**src/rtl/gcg_pkg.sv**
```systemverilog
// gate and event logic constants for the 16-bit gated counter
package gcg_pkg;
    localparam int          CNT_W      = 16;
    localparam int          T8_W       = 8;
    localparam int          PRESC_W    = 7;
    localparam int          RATE_W     = 3;
    localparam logic [1:0]  GSS_PIN    = 2'h0;
    localparam logic [1:0]  GSS_T8     = 2'h1;
    localparam logic [1:0]  GSS_PM     = 2'h2;
    localparam logic [1:0]  GSS_WDT    = 2'h3;
    localparam logic [1:0]  CS_INSTR   = 2'h0;
    localparam logic [1:0]  CS_SYS     = 2'h1;
    localparam logic [1:0]  CS_EXT     = 2'h2;
    localparam logic [15:0] CNT_MAX    = 16'hFFFF;
    localparam logic [15:0] CNT_ZERO   = 16'h0000;
    localparam logic [7:0]  T8_MAX     = 8'hFF;
    localparam logic [7:0]  T8_ZERO    = 8'h00;
    localparam logic [6:0]  PRESC_ONES = 7'h7F;
    localparam logic [6:0]  PRESC_ZERO = 7'h00;
    localparam logic [15:0] IRQ_VECTOR = 16'h0004;
    typedef enum logic [2:0] {
        SP_IDLE   = 3'h1,
        SP_ARMED  = 3'h2,
        SP_ACTIVE = 3'h4
    } gcg_sp_e;
endpackage

```
**src/rtl/gcg_gate_logic.sv**
```systemverilog
// gate source, toggle, single pulse and counter event logic
`timescale 1ns/100ps
module gcg_gate_logic #(
    parameter int WDT_W = 8
) (
    input  wire logic                     CORE_CLK_I,
    input  wire logic                     RESETN_I,
    input  wire logic                     GATE_INPUT_PIN_I,
    input  wire logic [1:0]               GATE_SOURCE_SELECT_I,
    input  wire logic                     GATE_POLARITY_I,
    input  wire logic                     GATE_COUNT_ENABLE_I,
    input  wire logic                     COUNTER_RUN_I,
    input  wire logic                     GATE_TOGGLE_ENABLE_I,
    input  wire logic                     GATE_SINGLE_PULSE_ENABLE_I,
    input  wire logic                     GATE_ACQUIRE_GO_SET_I,
    input  wire logic                     GATE_EVENT_IRQ_ENABLE_I,
    input  wire logic                     GATE_EVENT_FLAG_CLR_I,
    input  wire logic                     OVERFLOW_IRQ_ENABLE_I,
    input  wire logic                     OVERFLOW_FLAG_CLR_I,
    input  wire logic                     PERIPHERAL_IRQ_ENABLE_I,
    input  wire logic                     GLOBAL_IRQ_ENABLE_I,
    input  wire logic [1:0]               CLOCK_SOURCE_SELECT_I,
    input  wire logic                     SYNC_BYPASS_I,
    input  wire logic                     INSTR_TICK_I,
    input  wire logic                     EXT_CLK_I,
    input  wire logic                     SLEEP_I,
    input  wire logic                     T8_TICK_I,
    input  wire logic                     PM_TICK_I,
    input  wire logic [gcg_pkg::T8_W-1:0] PERIOD_MATCH_VALUE_I,
    input  wire logic                     WATCHDOG_FUSE_ENABLE_I,
    input  wire logic                     WDT_TICK_I,
    input  wire logic                     WATCHDOG_CLEAR_I,
    input  wire logic                     PRESCALER_ASSIGN_I,
    input  wire logic [gcg_pkg::RATE_W-1:0] PRESCALER_RATE_I,
    input  wire logic                     CNT_WR_I,
    input  wire logic [gcg_pkg::CNT_W-1:0] CNT_WR_DATA_I,
    input  wire logic                     SPECIAL_CLEAR_I,
    input  wire logic                     CAPTURE_I,
    input  wire logic [gcg_pkg::CNT_W-1:0] COMPARE_VALUE_I,
    output logic [gcg_pkg::CNT_W-1:0]     COUNTER_PAIR_O,
    output logic [gcg_pkg::CNT_W-1:0]     CAPTURE_PAIR_O,
    output logic                          COMPARE_MATCH_O,
    output logic                          GATE_ACQUIRE_GO_O,
    output logic                          GATE_LEVEL_STATUS_O,
    output logic                          GATE_EVENT_FLAG_O,
    output logic                          GATE_EVENT_IRQ_O,
    output logic                          OVERFLOW_FLAG_O,
    output logic                          OVERFLOW_IRQ_O,
    output logic                          WAKE_O,
    output logic                          VECTOR_TAKE_O,
    output logic [gcg_pkg::CNT_W-1:0]     VECTOR_ADDR_O,
    output logic                          WDT_OSC_ENABLE_O,
    output logic                          WDT_RESET_O
);
    import gcg_pkg::*;

    logic [T8_W-1:0]    t8_r;
    logic               t8_ovf_r;
    logic [T8_W-1:0]    pm_r;
    logic               pm_rst_r;
    logic [PRESC_W-1:0] presc_r;
    logic [PRESC_W-1:0] presc_mask;
    logic               presc_tick;
    logic [WDT_W-1:0]   wdt_r;
    logic               wdt_ovf_r;
    logic               src;
    logic               pol_src;
    logic               pol_prev_r;
    logic               tog_r;
    logic               tg;
    logic               tg_prev_r;
    logic               tg_rise;
    logic               tg_fall;
    gcg_sp_e            sp_r;
    gcg_sp_e            sp_nxt;
    logic               gate_val;
    logic               gate_val_r;
    logic               ext_prev_r;
    logic               tick;
    logic               sleep_ok;
    logic               inc;
    logic               ovf;
    logic [CNT_W-1:0]   cnt_r;
    logic               eq_prev_r;

    // eight-bit overflow timer, rising pulse on FFh to 00h
    always_ff @(posedge CORE_CLK_I or negedge RESETN_I) begin
        if (!RESETN_I) begin
            t8_r     <= T8_ZERO;
            t8_ovf_r <= 1'b0;
        end else begin
            t8_ovf_r <= T8_TICK_I && (t8_r == T8_MAX);
            if (T8_TICK_I) begin
                t8_r <= t8_r + 1'b1;
            end
        end
    end

    // period-match timer, reset after match pulses the gate
    always_ff @(posedge CORE_CLK_I or negedge RESETN_I) begin
        if (!RESETN_I) begin
            pm_r     <= T8_ZERO;
            pm_rst_r <= 1'b0;
        end else begin
            pm_rst_r <= PM_TICK_I && (pm_r == PERIOD_MATCH_VALUE_I);
            if (PM_TICK_I) begin
                pm_r <= (pm_r == PERIOD_MATCH_VALUE_I) ? T8_ZERO : pm_r + 1'b1;
            end
        end
    end

    // watchdog runs for the fuse or for gate use; only the fuse resets
    assign WDT_OSC_ENABLE_O = WATCHDOG_FUSE_ENABLE_I ||
                              (GATE_COUNT_ENABLE_I && GATE_SOURCE_SELECT_I == GSS_WDT);
    assign WDT_RESET_O      = wdt_ovf_r && WATCHDOG_FUSE_ENABLE_I;

    // prescaler division 2^rate when assigned, else 1:1
    assign presc_mask = PRESCALER_ASSIGN_I ? ~(PRESC_ONES << PRESCALER_RATE_I) : PRESC_ZERO;
    assign presc_tick = WDT_TICK_I && ((presc_r & presc_mask) == presc_mask);

    // watchdog prescaler and counter; clear restarts the interval
    always_ff @(posedge CORE_CLK_I or negedge RESETN_I) begin
        if (!RESETN_I) begin
            presc_r   <= PRESC_ZERO;
            wdt_r     <= '0;
            wdt_ovf_r <= 1'b0;
        end else if (!WDT_OSC_ENABLE_O || WATCHDOG_CLEAR_I || SLEEP_I && !WATCHDOG_FUSE_ENABLE_I) begin
            presc_r   <= PRESC_ZERO;
            wdt_r     <= '0;
            wdt_ovf_r <= 1'b0;
        end else begin
            wdt_ovf_r <= presc_tick && (&wdt_r);
            if (WDT_TICK_I) begin
                presc_r <= presc_r + 1'b1;
            end
            if (presc_tick) begin
                wdt_r <= wdt_r + 1'b1;
            end
        end
    end

    // gate source mux and polarity
    always_comb begin
        unique case (GATE_SOURCE_SELECT_I)
            GSS_PIN: src = GATE_INPUT_PIN_I;
            GSS_T8:  src = t8_ovf_r;
            GSS_PM:  src = pm_rst_r;
            GSS_WDT: src = wdt_ovf_r;
        endcase
    end
    assign pol_src = GATE_POLARITY_I ? src : !src;

    // toggle flip-flop, held clear when toggle or run is off
    always_ff @(posedge CORE_CLK_I or negedge RESETN_I) begin
        if (!RESETN_I) begin
            tog_r      <= 1'b0;
            pol_prev_r <= 1'b0;
        end else begin
            pol_prev_r <= pol_src;
            if (!GATE_TOGGLE_ENABLE_I || !COUNTER_RUN_I) begin
                tog_r <= 1'b0;
            end else if (pol_src && !pol_prev_r) begin
                tog_r <= !tog_r;
            end
        end
    end
    assign tg      = GATE_TOGGLE_ENABLE_I ? tog_r : pol_src;
    assign tg_rise = tg && !tg_prev_r;
    assign tg_fall = !tg && tg_prev_r;

    // single pulse sequencing; go is armed or active
    always_comb begin
        sp_nxt = sp_r;
        unique case (sp_r)
            SP_IDLE:   if (GATE_ACQUIRE_GO_SET_I) sp_nxt = SP_ARMED;
            SP_ARMED:  if (tg_rise) sp_nxt = SP_ACTIVE;
            SP_ACTIVE: if (tg_fall) sp_nxt = SP_IDLE;
            default:   sp_nxt = SP_IDLE;
        endcase
        if (!GATE_SINGLE_PULSE_ENABLE_I) begin
            sp_nxt = SP_IDLE;
        end
    end
    always_ff @(posedge CORE_CLK_I or negedge RESETN_I) begin
        if (!RESETN_I) begin
            sp_r      <= SP_IDLE;
            tg_prev_r <= 1'b0;
        end else begin
            sp_r      <= sp_nxt;
            tg_prev_r <= tg;
        end
    end
    assign GATE_ACQUIRE_GO_O = sp_r != SP_IDLE;

    // processed gate: with toggle on, one active window is one full cycle
    assign gate_val = GATE_SINGLE_PULSE_ENABLE_I ?
                      ((sp_r == SP_ARMED && tg_rise) || (sp_r == SP_ACTIVE && tg)) : tg;

    // gate status and gate event flag; set wins over clear
    always_ff @(posedge CORE_CLK_I or negedge RESETN_I) begin
        if (!RESETN_I) begin
            gate_val_r        <= 1'b0;
            GATE_EVENT_FLAG_O <= 1'b0;
        end else begin
            gate_val_r <= gate_val;
            if (gate_val_r && !gate_val) begin
                GATE_EVENT_FLAG_O <= 1'b1;
            end else if (GATE_EVENT_FLAG_CLR_I) begin
                GATE_EVENT_FLAG_O <= 1'b0;
            end
        end
    end
    assign GATE_LEVEL_STATUS_O = gate_val_r;
    assign GATE_EVENT_IRQ_O    = GATE_EVENT_FLAG_O && GATE_EVENT_IRQ_ENABLE_I;

    // counter clock selection and enables
    always_comb begin
        unique case (CLOCK_SOURCE_SELECT_I)
            CS_INSTR: tick = INSTR_TICK_I;
            CS_SYS:   tick = 1'b1;
            CS_EXT:   tick = EXT_CLK_I && !ext_prev_r;
            default:  tick = 1'b0; // reserved source never counts
        endcase
    end
    assign sleep_ok = !SLEEP_I || (CLOCK_SOURCE_SELECT_I == CS_EXT && SYNC_BYPASS_I);
    assign inc      = tick && sleep_ok && COUNTER_RUN_I &&
                      (!GATE_COUNT_ENABLE_I || gate_val);
    assign ovf      = inc && cnt_r == CNT_MAX && !CNT_WR_I && !SPECIAL_CLEAR_I;

    // counter pair; write beats special clear, clear beats increment
    always_ff @(posedge CORE_CLK_I or negedge RESETN_I) begin
        if (!RESETN_I) begin
            cnt_r      <= CNT_ZERO;
            ext_prev_r <= 1'b0;
        end else begin
            ext_prev_r <= EXT_CLK_I;
            if (CNT_WR_I) begin
                cnt_r <= CNT_WR_DATA_I;
            end else if (SPECIAL_CLEAR_I) begin
                cnt_r <= CNT_ZERO;
            end else if (inc) begin
                cnt_r <= cnt_r + 1'b1;
            end
        end
    end
    assign COUNTER_PAIR_O = cnt_r;

    // overflow flag, wake and vector
    always_ff @(posedge CORE_CLK_I or negedge RESETN_I) begin
        if (!RESETN_I) begin
            OVERFLOW_FLAG_O <= 1'b0;
            WAKE_O          <= 1'b0;
            VECTOR_TAKE_O   <= 1'b0;
            VECTOR_ADDR_O   <= CNT_ZERO;
        end else begin
            if (ovf) begin
                OVERFLOW_FLAG_O <= 1'b1;
            end else if (OVERFLOW_FLAG_CLR_I) begin
                OVERFLOW_FLAG_O <= 1'b0;
            end
            WAKE_O        <= ovf && SLEEP_I && OVERFLOW_IRQ_ENABLE_I &&
                             PERIPHERAL_IRQ_ENABLE_I;
            VECTOR_TAKE_O <= ovf && SLEEP_I && OVERFLOW_IRQ_ENABLE_I &&
                             PERIPHERAL_IRQ_ENABLE_I && GLOBAL_IRQ_ENABLE_I;
            VECTOR_ADDR_O <= IRQ_VECTOR;
        end
    end
    assign OVERFLOW_IRQ_O = OVERFLOW_FLAG_O && COUNTER_RUN_I && OVERFLOW_IRQ_ENABLE_I &&
                            PERIPHERAL_IRQ_ENABLE_I && GLOBAL_IRQ_ENABLE_I;

    // capture copy and compare match pulse
    always_ff @(posedge CORE_CLK_I or negedge RESETN_I) begin
        if (!RESETN_I) begin
            CAPTURE_PAIR_O  <= CNT_ZERO;
            COMPARE_MATCH_O <= 1'b0;
            eq_prev_r       <= 1'b0;
        end else begin
            eq_prev_r       <= cnt_r == COMPARE_VALUE_I;
            COMPARE_MATCH_O <= (cnt_r == COMPARE_VALUE_I) && !eq_prev_r;
            if (CAPTURE_I) begin
                CAPTURE_PAIR_O <= cnt_r;
            end
        end
    end
endmodule

```
**config.mk**
```make
export PLATFORM = sky130hd
export DESIGN_NAME = gcg_gate_logic
export DESIGN_NICKNAME = d
export VERILOG_FILES = /design/src/rtl/gcg_pkg.sv /design/src/rtl/gcg_gate_logic.sv
export SDC_FILE = /design/constraint.sdc
export NUM_CORES = 1
export LEC_CHECK = 0
export BUFFER_PORTS_ARGS = -buffer_cell sky130_fd_sc_hd__buf_2
export CAP_MARGIN = 20
export CORE_ASPECT_RATIO = 0.9
export CORE_MARGIN = 2
export CORE_UTILIZATION = 47
export CTS_CLUSTER_SIZE = 14
export DETAILED_ROUTE_END_ITERATION = 16
export PLACE_DENSITY = 0.78
export SYNTH_ARGS = -nofsm -noshare
export SYNTH_HDL_FRONTEND = slang
export SYNTH_SLANG_ARGS = --single-unit
```
**constraint.sdc**
```tcl
create_clock -name CORE_CLK_I -period 2.1 [get_ports CORE_CLK_I]
set_clock_uncertainty 0.05 [all_clocks]
set_input_delay 0.315 -clock CORE_CLK_I [delete_from_list [all_inputs] [get_ports CORE_CLK_I]]
set_output_delay 0.315 -clock CORE_CLK_I [all_outputs]
set_load 0.01 [all_outputs]
```
==> flow_summary.toml <==
[worst_setup_path]
end_kind = "flop"
crit_path_frequent_cell = "buf_4"
reg2reg_to = "COUNTER_PAIR_O[14]"
cp_cell_sequence = "mux4_2 -> xor2_2 -> buf_4 -> o211ai_1 -> buf_4 -> a31oi_1 -> a221o_1"
crit_slowest_cell = "mux4_2"
critical_path_class = "flop to flop"
worstPathRequired_ns = 2.28
cp.arrival_ns = 2.23
r2r_slack_ns = 0.06
cp_max_fo = 7
crit_end = "COUNTER_PAIR_O[14]"
r2r-start = "wdt_ovf_r"
startpoint = "wdt_ovf_r"
cp_slowest_stage_delay_ns = 0.49
worst_setup_path_start_kind = "flop"
rr_worst_depth = 7

[final_layout]
antennaDiodeCount = 0
areaGrowthSynthToFinish_pct = 26.1
drive_gt1_share_pct = 34.9
final_core_util_pct = 61.2
nets = 672

[global_route]
grt_pass1_wl_mm = 18.2
grt_max_degree = 49
overflow = 0
grt_pass1_vias = 3869
grt_usage_pct = 22.4
antenna_found_initial = 0

[synth]
syn_area_sq_um = 4450
yosysWarnings = 0
ys_top_cells_by_area = "dfrtp_1 (45%), xnor2_1 (6.7%), mux2_2 (4.8%)"
synth_top_area_share_pct = 45.0
synth_cells = 452
synth_commonest_cells = "dfrtp_1 (80), xnor2_1 (34), nand2_1 (33), nor2_1 (29), clkbuf_1 (21)"
ys_ff_latch = 81
yosys.cell_count.top_type = "dfrtp_1"
synthArstFlopShare_pct = 100
synth_cell_type_count = 60
synth_top_cell_by_area = "dfrtp_1"
synth_edf_count = 0
seq_area_frac_synth_pct = 45.6
synth.avg_cell_area_sq_um = 9.85
synthFlopType = "dfrtp_1"

[floorplanning]
rows = 33
die_h_microns = 96.3
core-area_sq_um = 9170
ios = 134
die_area_sq_um = 10300
die_w_microns = 107
start_util_pct = 48.6

[power]
p_leak_nw = 2.61
total_power_mw = 4.00
ir_drop_v = 0.000459
pwr_density_cell_nw_per_um2 = 713

[clock_tree]
cts_max_level = 3
clk_pin_slew_ns = 0.09
cts-root-buf = "clkbuf_8"
clock_sinks = 81
clock_path_buffers = 2
numCtsBuffers = 9
tritoncts = "done"
insertion_delay_ns = 0.35

[min_path]
hp-class = "input port to flop"

[sta]
fin_crit_sh_pct = 97.3
rsz0062_at_grt = "true"
fin_setup_tns_ns = 0
drv_slew = 0
hold_viol_final = 0
finalSetupViolCount = 0
fmax_mhz = 490
timing.hold.ws_ns = 0.0385
setup_ws_ns = 0.0573
final.min_clock_period_ns = 2.04

[routing]
drtIter0Drc = 189
num_vias = 4021
drc = 0
antenna_left = 0
finalWirelength_mm = 11.3
dr.pass1.iters = 5
via_per_inst = 5.60
wl_per_cell_microns = 15.8

[job]
cap_violations = 0

[run_status]
status = "complete, no violations"

[placed_design]
place_hpwl_mm = 8.22
gp_congestion = 0.876
io_buffer_count = 118
place_ws_ns = -0.191
-- final cells by class --
| cell class | instances | area, sq um |
|---|---|---|
| fill | 768 | 3550 |
| multi-input combinational | 330 | 2300 |
| sequential | 81 | 2030 |
| timing repair buffer | 154 | 882 |
| tap | 122 | 153 |
| clock buffer | 10 | 138 |
| inverter | 16 | 60.1 |
| clock inverter | 5 | 53.8 |
-- flip-flops by register name, indices dropped and copies added, names as in the netlist, 3 cells and up --
name and cells:
CAPTURE_PAIR_O 16, COUNTER_PAIR_O 16, wdt_r 8, sp_r 3, pm_r 8, t8_r 8, presc_r 7
-- metrics by stage --
step	instances	area (sq um)
2_1_floorplan	466	4510
3_3_place_gp	697	5290
3_5_place_dp	697	5290
4_1_cts	714	5520
5_1_grt	718	5610
6_report	718	5610
-- cells by family after synthesis --
logic type | synth area share, %
other | 0.169
buffers and inverters | 5.93
XOR/XNOR | 8.63
AO/OA/AOI/OAI | 12.4
adder cells (fa/ha/maj) | 1.41
flip-flops | 45.6
AND/OR/NAND/NOR | 19.3
multiplexers | 6.66
-- worst min-delay path by stage --
stage                    from                  to  slack, ns  depth (start not counted)
floorplan            RESETN_I   CAPTURE_PAIR_O[0]      -0.03                          0
global placement     RESETN_I  CAPTURE_PAIR_O[11]       0.24                          1
detailed placement   RESETN_I  CAPTURE_PAIR_O[12]       0.25                          1
CTS                 EXT_CLK_I          ext_prev_r       0.03                          1
global route        EXT_CLK_I          ext_prev_r       0.02                          1
finish              EXT_CLK_I          ext_prev_r       0.04                          1
-- power by group --
| part | internal (mW) | leakage (nW) | switching, mW |
|---|---|---|---|
| Combinational | 0.458 | 1.46 | 0.464 |
| Clock | 0.574 | 0.102 | 0.561 |
| Sequential | 1.75 | 1.05 | 0.190 |
-- placed cells by master, fill, tap and decap left out, drive strengths merged, types with 4 or more instances in the layout --
cell	netlist	layout
clkbuf	21	10
dfrtp	80	80
o22ai	4	4
nor4	10	10
and2	4	4
xor2	9	9
mux2	19	19
mux2i	6	6
conb	2	16
o211a	4	4
nor3	11	11
and3	8	8
o31ai	4	4
buf	18	153
inv	16	17
nand2b	7	7
nand2	33	33
a21oi	16	16
xnor2	34	34
nor3b	4	4
o211ai	4	4
nand3	20	20
o311ai	4	4
or4	4	4
ha	5	5
nand4	18	18
nor2	29	29
o21ai	14	14
-- routing by layer --
metal	vias up	wire length [microns]	track usage, %
li1	1880	-	-
met1	1946	4840	28.4
met2	176	5460	37.9
met3	19	829	4.81
met4	0	210	8.33
met5	-	0	0
-- repair_timing --
action	4_1_cts	5_1_grt
setup endpoints to repair	5	15
pin swaps	3	4
gates resized for setup	5	16
hold buffers	1	0
buffers inserted	1	4
endpoints found under the hold margin	33	0
-- worst max-delay path: cells and delay by family (launching register included) --
kind                      cells  cell delay, ns
AOI/OAI and AO/OA             3            0.51
muxes                         1            0.49
DFF                           1            0.38
buffers and inverters         2            0.32
xor gates and xnor gates      1            0.17
Note: power is estimated with default switching activity, not from simulation.
